`config.mk`:
```
export PLATFORM = sky130hd
export DESIGN_NAME = bdfs_top
export DESIGN_NICKNAME = d
export VERILOG_FILES = /design/src/core/bdfs_pkg.sv /design/src/core/bdfs_duty.sv /design/src/core/bdfs_sync.sv /design/src/core/bdfs_top.sv
export SDC_FILE = /design/constraint.sdc
export NUM_CORES = 1
export LEC_CHECK = 0
export BUFFER_PORTS_ARGS = -buffer_cell sky130_fd_sc_hd__buf_2
export CORE_UTILIZATION = 60
export DETAILED_ROUTE_END_ITERATION = 8
export PLACE_DENSITY = 0.78
export SLEW_MARGIN = 0
export SYNTH_ARGS = -nofsm -noshare
export SYNTH_HDL_FRONTEND = slang
export SYNTH_SLANG_ARGS = --single-unit
```
`constraint.sdc`:
```
create_clock -name CLOCK -period 7.25 [get_ports CLOCK]
set_input_delay 2.175 -clock CLOCK [delete_from_list [all_inputs] [get_ports CLOCK]]
set_output_delay 2.175 -clock CLOCK [all_outputs]
set_load 0.02 [all_outputs]
```
`src/core/bdfs_pkg.sv`:
```
package bdfs_pkg;
  typedef struct packed {
    logic lamp_a_low;
    logic lamp_b_low;
    logic sv_over;
    logic sv_under;
    logic sc_over;
    logic sw_over;
    logic low_side_on;
  } bdfs_flags_t;

  localparam logic [7:0] REG_BRIGHT = 8'h00;
  localparam logic [7:0] REG_CTRL   = 8'h01;
  localparam logic [7:0] REG_FAULT  = 8'h02;
  localparam logic [7:0] REG_ID     = 8'h03;
  localparam logic [7:0] REG_ALS    = 8'h04;
  localparam logic [7:0] REG_ALS_LO = 8'h05;
  localparam logic [7:0] REG_ALS_HI = 8'h06;
  localparam logic [7:0] REG_EVENT  = 8'h07;
  localparam logic [7:0] REG_MASK   = 8'h08;
  localparam logic [7:0] REG_LAST   = 8'h08;

  localparam logic [7:0] BRIGHT_RST = 8'hFF;
  localparam logic [7:0] CTRL_RST   = 8'h01;
  localparam logic [7:0] ALS_LO_RST = 8'h00;
  localparam logic [7:0] ALS_HI_RST = 8'hFF;
  localparam logic [5:0] MASK_RST   = 6'h00;

  localparam int CTRL_EN_BIT   = 0;
  localparam int CTRL_MODE_LSB = 1;

  localparam logic [2:0] MODE_SMB     = 3'h0;
  localparam logic [2:0] MODE_PWM     = 3'h1;
  localparam logic [2:0] MODE_ALS     = 3'h2;
  localparam logic [2:0] MODE_ALS_ADP = 3'h3;
  localparam logic [2:0] MODE_SMB_ADP = 3'h4;

  localparam int EV_W    = 6;
  localparam int EV_FLT  = 0;
  localparam int EV_OV   = 1;
  localparam int EV_SC   = 2;
  localparam int EV_PRI  = 3;
  localparam int EV_UV   = 4;
  localparam int EV_LAMP = 5;

  localparam logic [7:0] MIN_LEVEL = 8'h1A;
  localparam logic [6:0] SMB_ADDR  = 7'h2C;

  localparam int CLK_FREQ_HZ   = 100000000;
  localparam int CLK_PERIOD_NS = 10;
  localparam int UV_DELAY_NS   = 250000;
  localparam int UV_DELAY_CYC  = (UV_DELAY_NS + CLK_PERIOD_NS - 1) / CLK_PERIOD_NS;
  localparam int BURST_DIMMING_PULSE_FREQ_HZ  = 210;
  localparam int BURST_DIMMING_PULSE_STEP_CYC = CLK_FREQ_HZ / (BURST_DIMMING_PULSE_FREQ_HZ * 256);
  localparam int FLT_TICK_NS   = 1000;
  localparam int FLT_TICK_CYC  = FLT_TICK_NS / CLK_PERIOD_NS;
  localparam int FLT_W         = 24;
  localparam logic [FLT_W-1:0] FLT_LIMIT    = 24'h0F4240;
  localparam logic [FLT_W-1:0] LAMP_WEIGHT  = 24'h000001;
  localparam logic [FLT_W-1:0] OC_WEIGHT    = 24'h000087;

  typedef enum logic [7:0] {
    SMB_IDLE = 8'h01,
    SMB_ADDR_S = 8'h02,
    SMB_AACK = 8'h04,
    SMB_CMD  = 8'h08,
    SMB_CACK = 8'h10,
    SMB_DATA = 8'h20,
    SMB_DACK = 8'h40,
    SMB_IGN  = 8'h80
  } bdfs_smb_t;
endpackage

```
`src/core/bdfs_duty.sv`:
```
`timescale 1ns/1ps
`default_nettype none
module bdfs_duty #(
  parameter int WIN_BITS = 16
) (
  input  wire logic       CLOCK,
  input  wire logic       SYS_RST,
  input  wire logic       pwm,
  output var  logic [7:0] duty
);
  logic [WIN_BITS-1:0] win_r;
  logic [WIN_BITS-1:0] hi_r;
  logic                last;

  // last window cycle is not counted so the sum fits WIN_BITS
  assign last = &win_r;

  always_ff @(posedge CLOCK) begin
    if (SYS_RST) begin
      win_r <= '0;
      hi_r  <= '0;
      duty  <= 8'hFF;
    end else begin
      win_r <= win_r + 1'b1;
      if (last) begin
        duty <= hi_r[WIN_BITS-1 -: 8];
        hi_r <= '0;
      end else if (pwm) begin
        hi_r <= hi_r + 1'b1;
      end
    end
  end
endmodule
`default_nettype wire

```
`src/core/bdfs_sync.sv`:
```
`timescale 1ns/1ps
`default_nettype none
module bdfs_sync #(
  parameter int W = 1
) (
  input  wire logic         CLOCK,
  input  wire logic         SYS_RST,
  input  wire logic [W-1:0] d,
  output var  logic [W-1:0] q
);
  logic [W-1:0] meta_r;

  always_ff @(posedge CLOCK) begin
    if (SYS_RST) begin
      meta_r <= '0;
      q      <= '0;
    end else begin
      meta_r <= d;
      q      <= meta_r;
    end
  end
endmodule
`default_nettype wire

```
`src/core/bdfs_top.sv`:
```
// Added by the designer: strobed register access and the address map.
`timescale 1ns/1ps
`default_nettype none
module bdfs_top #(
  parameter int         UV_DELAY_CYC  = bdfs_pkg::UV_DELAY_CYC,
  parameter int         BURST_DIMMING_PULSE_STEP_CYC = bdfs_pkg::BURST_DIMMING_PULSE_STEP_CYC,
  parameter int         FLT_TICK_CYC  = bdfs_pkg::FLT_TICK_CYC,
  parameter logic [23:0] FLT_LIMIT    = bdfs_pkg::FLT_LIMIT,
  parameter int         DUTY_WIN_BITS = 16,
  // identification value is arbitrary
  parameter logic [7:0] ID_VALUE      = 8'h5A
) (
  input  wire logic                  CLOCK,
  input  wire logic                  SYS_RST,
  input  wire bdfs_pkg::bdfs_flags_t FAULT_FLAGS,
  input  wire logic [7:0]            AMBIENT_LIGHT_INPUT,
  input  wire logic                  EXTERNAL_DIMMING_PWM_IN,
  input  wire logic                  SMB_CLK,
  input  wire logic                  SMB_DATA_IN,
  output var  logic                  SMB_DATA_OUT,
  output var  logic                  SMB_DATA_OE,
  input  wire logic [7:0]            REG_ADDR,
  input  wire logic [7:0]            REG_WDATA,
  input  wire logic                  REG_WR,
  input  wire logic                  REG_RD,
  output var  logic [7:0]            REG_RDATA,
  output var  logic                  BURST_DIMMING_PULSE,
  output var  logic [7:0]            BRIGHTNESS,
  output var  logic                  SWITCHING_EN,
  output var  logic                  HIGH_SIDE_CUT,
  output var  logic                  COMP_DISCHARGE,
  output var  logic                  REGULATOR_LOW_POWER,
  output var  logic                  FAULT_LATCHED,
  output var  logic                  IRQ
);
  bdfs_pkg::bdfs_flags_t flags;
  logic [7:0]            als_s;
  logic                  pwm_s;
  logic                  scl_s;
  logic                  sda_s;
  logic [7:0]            duty;

  bdfs_sync #(
    .W($bits(bdfs_pkg::bdfs_flags_t))
  ) u_sync_flags (
    .CLOCK  (CLOCK),
    .SYS_RST(SYS_RST),
    .d      (FAULT_FLAGS),
    .q      (flags)
  );

  // ambient code is assumed held steady between conversions
  bdfs_sync #(
    .W(8)
  ) u_sync_als (
    .CLOCK  (CLOCK),
    .SYS_RST(SYS_RST),
    .d      (AMBIENT_LIGHT_INPUT),
    .q      (als_s)
  );

  bdfs_sync #(
    .W(3)
  ) u_sync_pins (
    .CLOCK  (CLOCK),
    .SYS_RST(SYS_RST),
    .d      ({EXTERNAL_DIMMING_PWM_IN, SMB_CLK, SMB_DATA_IN}),
    .q      ({pwm_s, scl_s, sda_s})
  );

  bdfs_duty #(
    .WIN_BITS(DUTY_WIN_BITS)
  ) u_duty (
    .CLOCK  (CLOCK),
    .SYS_RST(SYS_RST),
    .pwm    (pwm_s),
    .duty   (duty)
  );

  // registers
  logic [7:0]          bright_r;
  logic [7:0]          ctrl_r;
  logic [7:0]          als_lo_r;
  logic [7:0]          als_hi_r;
  logic [7:0]          als_stat_r;
  logic [bdfs_pkg::EV_W-1:0] event_r;
  logic [bdfs_pkg::EV_W-1:0] mask_r;
  logic [bdfs_pkg::EV_W-1:0] ev_set;
  logic                fault_r;
  logic                wr_en;
  logic [7:0]          wr_addr;
  logic [7:0]          wr_data;
  logic                smb_wr;
  logic [7:0]          smb_cmd_r;
  logic [7:0]          smb_shift_r;
  logic                enable;
  logic [2:0]          mode;

  assign enable = ctrl_r[bdfs_pkg::CTRL_EN_BIT];
  assign mode   = ctrl_r[bdfs_pkg::CTRL_MODE_LSB +: 3];

  // plain port takes the cycle if both sources write together
  assign wr_en   = REG_WR | smb_wr;
  assign wr_addr = REG_WR ? REG_ADDR : smb_cmd_r;
  assign wr_data = REG_WR ? REG_WDATA : smb_shift_r;

  always_ff @(posedge CLOCK) begin
    if (SYS_RST) begin
      bright_r <= bdfs_pkg::BRIGHT_RST;
      ctrl_r   <= bdfs_pkg::CTRL_RST;
      als_lo_r <= bdfs_pkg::ALS_LO_RST;
      als_hi_r <= bdfs_pkg::ALS_HI_RST;
      mask_r   <= bdfs_pkg::MASK_RST;
    end else if (wr_en) begin
      unique case (wr_addr)
        bdfs_pkg::REG_BRIGHT: bright_r <= wr_data;
        bdfs_pkg::REG_CTRL:   ctrl_r   <= wr_data;
        bdfs_pkg::REG_ALS_LO: als_lo_r <= wr_data;
        bdfs_pkg::REG_ALS_HI: als_hi_r <= wr_data;
        bdfs_pkg::REG_MASK:   mask_r   <= wr_data[bdfs_pkg::EV_W-1:0];
        default: ;
      endcase
    end
  end

  always_ff @(posedge CLOCK) begin
    if (SYS_RST) begin
      REG_RDATA <= 8'h00;
    end else if (REG_RD) begin
      unique case (REG_ADDR)
        bdfs_pkg::REG_BRIGHT: REG_RDATA <= bright_r;
        bdfs_pkg::REG_CTRL:   REG_RDATA <= ctrl_r;
        bdfs_pkg::REG_FAULT:  REG_RDATA <= {1'b0, flags[6:1], fault_r};
        bdfs_pkg::REG_ID:     REG_RDATA <= ID_VALUE;
        bdfs_pkg::REG_ALS:    REG_RDATA <= als_stat_r;
        bdfs_pkg::REG_ALS_LO: REG_RDATA <= als_lo_r;
        bdfs_pkg::REG_ALS_HI: REG_RDATA <= als_hi_r;
        bdfs_pkg::REG_EVENT:  REG_RDATA <= {2'h0, event_r};
        bdfs_pkg::REG_MASK:   REG_RDATA <= {2'h0, mask_r};
        default:              REG_RDATA <= 8'h00;
      endcase
    end else begin
      REG_RDATA <= 8'h00;
    end
  end

  // two-wire write-byte receiver
  bdfs_pkg::bdfs_smb_t smb_st_r;
  logic                scl_d_r;
  logic                sda_d_r;
  logic [3:0]          bit_cnt_r;
  logic                scl_rise;
  logic                scl_fall;
  logic                smb_start;
  logic                smb_stop;
  logic                byte_done;

  assign scl_rise  = scl_s & ~scl_d_r;
  assign scl_fall  = ~scl_s & scl_d_r;
  assign smb_start = scl_s & scl_d_r & sda_d_r & ~sda_s;
  assign smb_stop  = scl_s & scl_d_r & ~sda_d_r & sda_s;
  assign byte_done = scl_fall && (bit_cnt_r == 4'h8);

  always_ff @(posedge CLOCK) begin
    if (SYS_RST) begin
      scl_d_r <= 1'b0;
      sda_d_r <= 1'b0;
    end else begin
      scl_d_r <= scl_s;
      sda_d_r <= sda_s;
    end
  end

  always_ff @(posedge CLOCK) begin
    if (SYS_RST) begin
      bit_cnt_r   <= 4'h0;
      smb_shift_r <= 8'h00;
    end else if (smb_start || (scl_fall && bit_cnt_r == 4'h9)) begin
      bit_cnt_r   <= 4'h0;
    end else if (scl_rise && bit_cnt_r < 4'h8) begin
      bit_cnt_r   <= bit_cnt_r + 4'h1;
      smb_shift_r <= {smb_shift_r[6:0], sda_s};
      // ack clock counted but not shifted, so the next byte stays aligned
    end else if (scl_rise && bit_cnt_r == 4'h8) begin
      bit_cnt_r   <= 4'h9;
    end
  end

  always_ff @(posedge CLOCK) begin
    if (SYS_RST) begin
      smb_st_r    <= bdfs_pkg::SMB_IDLE;
      smb_cmd_r   <= 8'h00;
      smb_wr      <= 1'b0;
      SMB_DATA_OE <= 1'b0;
    end else begin
      smb_wr <= 1'b0;
      if (smb_start) begin
        smb_st_r    <= bdfs_pkg::SMB_ADDR_S;
        SMB_DATA_OE <= 1'b0;
      end else if (smb_stop) begin
        smb_st_r    <= bdfs_pkg::SMB_IDLE;
        SMB_DATA_OE <= 1'b0;
      end else begin
        unique case (smb_st_r)
          bdfs_pkg::SMB_ADDR_S: begin
            if (byte_done) begin
              // reads are not served: only write-byte is acknowledged
              if (smb_shift_r == {bdfs_pkg::SMB_ADDR, 1'b0}) begin
                smb_st_r    <= bdfs_pkg::SMB_AACK;
                SMB_DATA_OE <= 1'b1;
              end else begin
                smb_st_r <= bdfs_pkg::SMB_IGN;
              end
            end
          end
          bdfs_pkg::SMB_AACK: begin
            if (scl_fall) begin
              smb_st_r    <= bdfs_pkg::SMB_CMD;
              SMB_DATA_OE <= 1'b0;
            end
          end
          bdfs_pkg::SMB_CMD: begin
            if (byte_done) begin
              if (smb_shift_r <= bdfs_pkg::REG_LAST) begin
                smb_st_r    <= bdfs_pkg::SMB_CACK;
                smb_cmd_r   <= smb_shift_r;
                SMB_DATA_OE <= 1'b1;
              end else begin
                smb_st_r <= bdfs_pkg::SMB_IGN;
              end
            end
          end
          bdfs_pkg::SMB_CACK: begin
            if (scl_fall) begin
              smb_st_r    <= bdfs_pkg::SMB_DATA;
              SMB_DATA_OE <= 1'b0;
            end
          end
          bdfs_pkg::SMB_DATA: begin
            if (byte_done) begin
              smb_st_r    <= bdfs_pkg::SMB_DACK;
              smb_wr      <= 1'b1;
              SMB_DATA_OE <= 1'b1;
            end
          end
          bdfs_pkg::SMB_DACK: begin
            if (scl_fall) begin
              smb_st_r    <= bdfs_pkg::SMB_IGN;
              SMB_DATA_OE <= 1'b0;
            end
          end
          bdfs_pkg::SMB_IGN:  ;
          bdfs_pkg::SMB_IDLE: ;
          default: begin
            smb_st_r    <= bdfs_pkg::SMB_IDLE;
            SMB_DATA_OE <= 1'b0;
          end
        endcase
      end
    end
  end

  // open-drain: only ever pulls low
  always_ff @(posedge CLOCK) begin
    SMB_DATA_OUT <= 1'b0;
  end

  // brightness path
  logic [7:0]  base;
  logic [7:0]  als_clamped;
  logic [15:0] product;
  logic [7:0]  scaled;
  logic        adaptive;

  always_comb begin
    als_clamped = als_s;
    if (als_s < als_lo_r) begin
      als_clamped = als_lo_r;
    end else if (als_s > als_hi_r) begin
      als_clamped = als_hi_r;
    end
  end

  always_comb begin
    adaptive = 1'b0;
    unique case (mode)
      bdfs_pkg::MODE_PWM: begin
        base = duty;
      end
      bdfs_pkg::MODE_ALS: begin
        base = als_clamped;
      end
      bdfs_pkg::MODE_ALS_ADP: begin
        base     = als_clamped;
        adaptive = 1'b1;
      end
      bdfs_pkg::MODE_SMB_ADP: begin
        base     = bright_r;
        adaptive = 1'b1;
      end
      default: begin
        base = bright_r;
      end
    endcase
  end

  assign product = base * duty;
  assign scaled  = adaptive ? product[15:8] : base;

  // burst dimming oscillator: step enable, 8-bit phase
  logic [15:0] step_cnt_r;
  logic        step_en;
  logic [7:0]  phase_r;

  always_ff @(posedge CLOCK) begin
    if (SYS_RST) begin
      step_cnt_r <= 16'h0000;
      step_en    <= 1'b0;
    end else if (step_cnt_r == 16'(BURST_DIMMING_PULSE_STEP_CYC - 1)) begin
      step_cnt_r <= 16'h0000;
      step_en    <= 1'b1;
    end else begin
      step_cnt_r <= step_cnt_r + 16'h0001;
      step_en    <= 1'b0;
    end
  end

  // level changes only at a period boundary so no runt pulses
  always_ff @(posedge CLOCK) begin
    if (SYS_RST) begin
      phase_r    <= 8'h00;
      BRIGHTNESS <= bdfs_pkg::MIN_LEVEL;
      als_stat_r <= 8'h00;
    end else if (step_en) begin
      phase_r <= phase_r + 8'h01;
      if (phase_r == 8'hFF) begin
        als_stat_r <= als_s;
        BRIGHTNESS <= (scaled < bdfs_pkg::MIN_LEVEL) ? bdfs_pkg::MIN_LEVEL : scaled;
      end
    end
  end

  logic burst_on;
  // 0xFF keeps the lamp on all period
  assign burst_on = (phase_r <= BRIGHTNESS) & enable & ~fault_r;

  always_ff @(posedge CLOCK) begin
    if (SYS_RST) begin
      BURST_DIMMING_PULSE <= 1'b0;
      SWITCHING_EN        <= 1'b0;
      REGULATOR_LOW_POWER <= 1'b0;
    end else begin
      BURST_DIMMING_PULSE <= burst_on;
      SWITCHING_EN        <= enable & ~fault_r;
      REGULATOR_LOW_POWER <= ~enable;
    end
  end

  // fast protection outputs
  always_ff @(posedge CLOCK) begin
    if (SYS_RST) begin
      COMP_DISCHARGE <= 1'b0;
      HIGH_SIDE_CUT  <= 1'b0;
    end else begin
      COMP_DISCHARGE <= flags.sv_over | flags.sc_over;
      // cut held until the low side turns off
      if (flags.low_side_on & flags.sw_over) begin
        HIGH_SIDE_CUT <= 1'b1;
      end else if (!flags.low_side_on) begin
        HIGH_SIDE_CUT <= 1'b0;
      end
    end
  end

  // fault delay timer
  localparam int FLT_W_L = bdfs_pkg::FLT_W;
  logic [FLT_W_L-1:0] flt_r;
  logic [7:0]  ftick_cnt_r;
  logic        ftick_en;
  logic        lamp_out;
  logic        flt_hit;
  logic [FLT_W_L-1:0] flt_inc;

  // lamp current is zero during burst off, so lamp-out is watched only while on
  assign lamp_out = (flags.lamp_a_low | flags.lamp_b_low) & BURST_DIMMING_PULSE;
  assign flt_inc  = (lamp_out ? bdfs_pkg::LAMP_WEIGHT : '0)
                  + (flags.sc_over ? bdfs_pkg::OC_WEIGHT : '0);
  assign flt_hit  = flt_r >= FLT_LIMIT;

  always_ff @(posedge CLOCK) begin
    if (SYS_RST || ftick_en) begin
      ftick_cnt_r <= 8'h00;
    end else begin
      ftick_cnt_r <= ftick_cnt_r + 8'h01;
    end
  end

  assign ftick_en = ftick_cnt_r == 8'(FLT_TICK_CYC - 1);

  always_ff @(posedge CLOCK) begin
    if (SYS_RST || !enable) begin
      flt_r <= '0;
    end else if (ftick_en && !fault_r && !flt_hit) begin
      flt_r <= flt_r + flt_inc;
    end
  end

  // undervoltage run length during burst on
  logic [31:0] uv_cnt_r;
  logic        uv_hit;

  assign uv_hit = uv_cnt_r >= 32'(UV_DELAY_CYC);

  always_ff @(posedge CLOCK) begin
    if (SYS_RST || !(flags.sv_under && BURST_DIMMING_PULSE)) begin
      uv_cnt_r <= 32'h0000_0000;
    end else if (!uv_hit) begin
      uv_cnt_r <= uv_cnt_r + 32'h0000_0001;
    end
  end

  // fault latch
  always_ff @(posedge CLOCK) begin
    // only reset or enable bit clear it
    if (SYS_RST || !enable) begin
      fault_r <= 1'b0;
    end else if (flt_hit || uv_hit) begin
      fault_r <= 1'b1;
    end
  end

  always_ff @(posedge CLOCK) begin
    if (SYS_RST) begin
      FAULT_LATCHED <= 1'b0;
    end else begin
      FAULT_LATCHED <= fault_r;
    end
  end

  // sticky events, write one to clear, set beats clear
  always_comb begin
    ev_set                    = '0;
    ev_set[bdfs_pkg::EV_FLT]  = fault_r;
    ev_set[bdfs_pkg::EV_OV]   = flags.sv_over;
    ev_set[bdfs_pkg::EV_SC]   = flags.sc_over;
    ev_set[bdfs_pkg::EV_PRI]  = flags.low_side_on & flags.sw_over;
    ev_set[bdfs_pkg::EV_UV]   = uv_hit;
    ev_set[bdfs_pkg::EV_LAMP] = lamp_out;
  end

  always_ff @(posedge CLOCK) begin
    if (SYS_RST) begin
      event_r <= '0;
    end else if (wr_en && wr_addr == bdfs_pkg::REG_EVENT) begin
      event_r <= (event_r & ~wr_data[bdfs_pkg::EV_W-1:0]) | ev_set;
    end else begin
      event_r <= event_r | ev_set;
    end
  end

  always_ff @(posedge CLOCK) begin
    if (SYS_RST) begin
      IRQ <= 1'b0;
    end else begin
      IRQ <= |(event_r & mask_r);
    end
  end
endmodule
`default_nettype wire

```
Word level (Yosys, flattened, before mapping):

Cells that the tools add are included.

* add/subtract/negate cells: 9
* $mul: 1
* magnitude comparators: 8
* equality and inequality tests: 48
* muxes and demuxes: 36
* bitwise gates (word level): 32
* reduce and logical (&&, ||, !) cells: 43

Operator list (number)
* $mux W8: 15
* $pmux W8 S9: 1
* $eq A8 B3 Y1 const B: 8
* $pmux W8 S7: 1
* $add A16 B1 Y16 const B: 3
* $add A32 B1 Y32 const B: 1
* $ge A32 B15 Y1 const B: 1
* $add A24 B9 Y24: 1
* $eq A8 B1 Y1 const B: 3
* $eq A8 B2 Y1 const B: 3
* $eq A8 B4 Y1 const B: 3
* $eq A8 B7 Y1 const B: 3
* $ge A24 B20 Y1 const B: 1
* $ne A4 B4 Y1 const B: 6
* $reduce_and A7 Y1: 3
* $ne A2 B2 Y1 const B: 9
* $add A8 B1 Y8 const B: 2
* $eq A16 B11 Y1 const B: 1
* $eq A8 B8 Y1 const B: 2
* $logic_not A8 Y1: 2
* $mul A8 B8 Y16: 1
* $pmux W8 S2: 1
* $reduce_and A16 Y1: 1
* $reduce_and A2 Y1: 7
* 36 further kinds: 98

* register bits: 273
* output and inout bits: 25
* logic and storage cells: 218

Longest topological paths before layout:

* depth in word-level cells: 8
* mapped depth: 30
* depth with buffers taken out: 28

Hierarchy:

From an unflattened synthesis, not the netlist that was laid out.

* cell total of the unflattened synthesis: 1643
* area, all modules: 14518.9 sq um

By module, submodules not included
* bdfs_top: instances 1, cells an instance 1375, area each 11748.8 sq um, sequential area each 3943.8 sq um
* bdfs_duty: instances 1, cells an instance 194, area each 1740.4 sq um, sequential area each 800.8 sq um
* bdfs_sync at u_sync_als: instances 1, cells an instance 33, area each 464.2 sq um, sequential area each 320.3 sq um
* bdfs_sync at u_sync_flags: instances 1, cells an instance 29, area each 407.9 sq um, sequential area each 280.3 sq um
* bdfs_sync at u_sync_pins: instances 1, cells an instance 12, area each 157.7 sq um, sequential area each 120.1 sq um

Worst setup path after synthesis:

OpenSTA, ideal clock, no wires.

* path kind: reg-to-reg
* start: reg als_hi_r[1]
* end: reg BRIGHTNESS[1]
* library setup time: 0.125 ns
* arrival: 6.434 ns
* slack: 0.691 ns
* cell stages (with the launch flop): 29
* buffers on the path: 2
* period minus slack after synthesis: 6.559 ns
* cells stage by stage: dfxtp_1 -> inv_1 -> ha_1 -> nor2b_1 -> o211a_1 -> o211ai_2 -> buf_2 -> nand3_1 -> a31o_2 -> a21oi_1 -> and2_1 -> fa_1 -> fa_1 -> fa_1 -> inv_1 -> fa_1 -> inv_1 -> ha_1 -> clkbuf_1 -> inv_1 -> o21bai_1 -> a21oi_1 -> o21a_1 -> a221oi_1 -> nor3_1 -> a21oi_1 -> a211o_1 -> a311oi_1 -> o41a_1

* cells in the longest elaborated chain, start to end: 8

Ends and longest elaborated chain
* start, declared: RTL line bdfs_top.sv:84 `logic [7:0] als_hi_r;`
* start signal, assigned: RTL line bdfs_top.sv:112 `als_hi_r <= bdfs_pkg::ALS_HI_RST;`
* start signal, assigned: RTL line bdfs_top.sv:119 `bdfs_pkg::REG_ALS_HI: als_hi_r <= wr_data;`
* $gt A8 B8 Y1: RTL line bdfs_top.sv:279 `end else if (als_s > als_hi_r) begin`
* $mux W8 *: RTL line bdfs_top.sv:279
* $mux W8 *: RTL line bdfs_top.sv:277 `if (als_s < als_lo_r) begin`
* $pmux W8 S2 *: RTL line bdfs_top.sv:286 `unique case (mode)`
* $mul A8 B8 Y16: RTL line bdfs_top.sv:307 `assign product = base * duty;`
* $mux W8 *: RTL line bdfs_top.sv:308 `assign scaled = adaptive ? product[15:8] : base;`
* $lt A8 B5 Y1: RTL line bdfs_top.sv:338 `BRIGHTNESS <= (scaled < bdfs_pkg::MIN_LEVEL) ? bdfs_pkg::MIN_LEVEL : scaled;`
* $mux W8 *: RTL line bdfs_top.sv:338
* end signal, assigned: RTL line bdfs_top.sv:332 `BRIGHTNESS <= bdfs_pkg::MIN_LEVEL;`
* end signal, assigned: RTL line bdfs_top.sv:338
* end, declared: RTL line bdfs_top.sv:28 `output var logic [7:0] BRIGHTNESS,`

Every way passes the cells marked *; elsewhere a longest branch is shown, timed or not.
A chain may end at the register's enable or synchronous reset.

Worst setup path after layout:

* start: reg als_hi_r[1]
* end: reg BRIGHTNESS[0]

The elaborated chain is that of the path after synthesis.

==> results.json <==
{
  "setup_viol": 0,
  "clockBufferDepth": 3,
  "synth_cells": 1631,
  "syn_nets": 1775,
  "initial_core_util_pct": 61.1,
  "grt_pass1_vias": 11114,
  "die_x_um": 157,
  "min_from": "u_sync_als.meta_r[2]",
  "fin_crit_sh_pct": 95.5,
  "place.port_buffers": 61,
  "reg2reg_setup_slack_ns": 0.32,
  "area_growth_pct": 11.1,
  "end_kind": "register",
  "clock_tree.root_cell": "clkbuf_16",
  "finish.utilization_pct": 67.9,
  "synth_edf_count": 0,
  "fin_hold_ws_ns": 0.433,
  "r2r_end": "BRIGHTNESS[0]",
  "worst_slack_ns": 0.323,
  "netlist_area_sq_um": 14300,
  "ir_drop_mv": 0.225,
  "cap_violations": 0,
  "grt_max_degree": 92,
  "synth_area_per_cell_sq_um": 8.79,
  "placed_area_sq_um": 14800,
  "post-route-drc-count": 0,
  "p_int_mw": 2.68,
  "dieArea_sq_um": 24500,
  "yosysSeqAreaShare_pct": 38.1,
  "vias": 11712,
  "cp.arrival_ns": 7.42,
  "cp-startpoint": "als_hi_r[1]",
  "reg2regPathDepth": 26,
  "core_area_sq_um": 23500,
  "sw_frac_of_total_pct": 27.9,
  "period_minus_slack_ns": 6.93,
  "dieHeight_um": 157,
  "async_flop_share_pct": 0,
  "sequentialPowerShare_pct": 41.5,
  "startpoint_type": "register",
  "synth-main-ff-cell": "dfxtp_1",
  "via_per_inst": 5.84,
  "yosys_warnings": 0,
  "num_rows": 56,
  "post-place-ws_ns": -0.131,
  "grt_usage_pct": 28.2,
  "power.density_nw_per_um2": 233,
  "cp.required_ns": 7.74,
  "max_freq_mhz": 144,
  "outcome": "complete, no violations",
  "antenna_cells": 0,
  "drive_above_1_share_pct": 10.2,
  "wl_um": 34200,
  "reg2reg_from": "als_hi_r[1]",
  "clk_latency_ns": 0.54,
  "cts_sinks": 273,
  "wl_per_cell_um": 17.0,
  "detail-route-antenna-nets": 0,
  "power_leakage_nw": 6.41,
  "num_io_pins": 63,
  "relSlewSlack_pct": 26.0,
  "synth_seq_cells": 273,
  "synth_cell_types": 85,
  "criticalPathCategory": "reg -> reg",
  "power.switching_mw": 1.04,
  "maxSlewViolCount": 0,
  "cts_tree": "yes",
  "fin_worst_skew_ns": 0.0111,
  "cts.clk_slew.worst_paths_ns": 0.06,
  "grt.overflow.total": 0,
  "worst_slew_pin_slew_ns": 1.11,
  "hold_viol": 0,
  "hold_class": "reg -> reg",
  "first_pass_iters": 6,
  "p_clk_share_pct": 39.6,
  "cts_buffers": 27,
  "pwr-share-comb_pct": 18.9,
  "fin_area_sq_um": 15900,
  "cts-hold-fix-buffers": 0,
  "grt_pass1_wl_um": 55300,
  "finalNetCount": 1813,
  "antenna_found_initial": 1,
  "cp_max_fo": 11,
  "gp_congestion": 0.979,
  "drtIter0Drc": 935,
  "htreeDepth": 1,
  "critPathCapture": "BRIGHTNESS[0]",
  "post-dp-hpwl_um": 24400
}
worst min path at each step:
| stage | to | slack [ns] | depth (start not counted) |
|---|---|---|---|
| 2_1_floorplan | u_duty.win_r[0] | 0.41 | 1 |
| 3_3_place_gp | u_sync_flags.q[2] | 0.42 | 1 |
| 3_5_place_dp | u_sync_als.q[2] | 0.43 | 1 |
| 4_1_cts | u_sync_als.q[2] | 0.44 | 1 |
| 5_1_grt | u_sync_als.q[3] | 0.45 | 1 |
| 6_report | u_sync_als.q[2] | 0.43 | 1 |
cells in the mapped netlist, drive strengths merged, types with 44 or more instances:
cell type	n	area, sq um
nor2	212	806
xor2	54	473
ha	69	863
nand2	135	507
o21ai	44	220
nor2b	65	407
mux2i	52	521
nand3	56	280
and2	68	425
inv	85	319
clkbuf	60	226
dfxtp	273	5470
a21oi	76	380
power groups by stage:
| stage | sequential [mW] | combinational [mW] | clock, mW |
|---|---|---|---|
| detailed placement | 1.58 | 0.657 | 0 |
| global placement | 1.57 | 0.646 | 0 |
| global route | 1.54 | 0.773 | 1.56 |
| CTS | 1.54 | 0.662 | 1.50 |
| finish | 1.54 | 0.701 | 1.47 |
| floorplan | 1.57 | 0.498 | 0 |
per-layer routing:
metal  track usage [%]  up-vias  part of all wire (%)
li1                  -     5686                     -
met1              36.6     5540                    44
met2              47.2      375                    46
met3              4.26      109                   5.7
met4              10.6        2                   3.8
met5                 0        -                 0.050
stage by stage:
stage	instances	setup TNS (ns)	total power [mW]
after global routing	2007	-0.00452	3.87
after detailed placement	1953	-0.227	2.23
after global placement	1953	-0.0506	2.22
after CTS	2001	0	3.70
final	2007	0	3.72
after floorplan	1631	0	2.07
logic make-up after synthesis:
family,Yosys count,share of synthesized area [%]
AO/OA/AOI/OAI,274,13.6
XOR/XNOR,87,5.32
adder cells (fa/ha/maj),106,11.2
buffers and inverters,156,4.22
flip-flops,273,38.1
multiplexers,62,4.42
other,1,0.0262
AND/OR/NAND/NOR,672,23.1
registers in the layout (all words and copies together) (netlist names), 16 cells and up:
signal,flops
step_cnt_r,16
flt_r,24
u_duty.hi_r,16
u_duty.win_r,16
uv_cnt_r,32
critical path: stages, from the launching register on:
cell      delay [ns]
dfxtp_1         0.37
inv_1           0.08
ha_1            0.28
nor2b_1         0.14
o211a_1         0.21
o211ai_2        0.17
buf_4           0.20
nand3_2         0.16
a31o_2          0.27
a21oi_1         0.19
buf_4           0.19
nand2_1         0.08
fa_1            0.51
fa_1            0.54
inv_1           0.06
fa_1            0.53
inv_1           0.06
fa_1            0.53
inv_1           0.04
ha_1            0.40
nand3_1         0.30
a311oi_2        0.35
o21ai_0         0.26
a2111o_1        0.49
o221ai_1        0.15
o2111a_1        0.23
a211o_1         0.09
area by class of cell:
cell class                      instances  area, sq um
Timing Repair Buffer                   79          443
Inverter                               86          323
Clock buffer                           36          779
Clock inverter                         12          175
Fill cell                            1866         7540
Multi-Input combinational cell       1202         8340
Tap cell                              319          399
Sequential cell                       273         5470
placed cells by master, fill, tap and decap left out, types with 37 or more instances in the layout:
master,netlist,final
and2_1,68,67
nor2_1,210,209
ha_1,69,67
fa_1,37,37
o21ai_0,40,40
inv_1,85,85
mux2i_1,52,50
nand3_1,56,55
nand2_1,135,134
a21oi_1,76,73
dfxtp_1,273,273
xor2_1,54,54
nor2b_1,65,65
buf_2,5,60
repair_timing:
| item | 4_1_cts | 5_1_grt |
|---|---|---|
| pin swaps | 0 | 3 |
| setup endpoints to repair | 2 | 6 |
| cloned | 0 | 0 |
| buffers inserted | 0 | 6 |
| gates resized for setup | 2 | 19 |
Note: power is estimated with default switching activity, not from simulation.
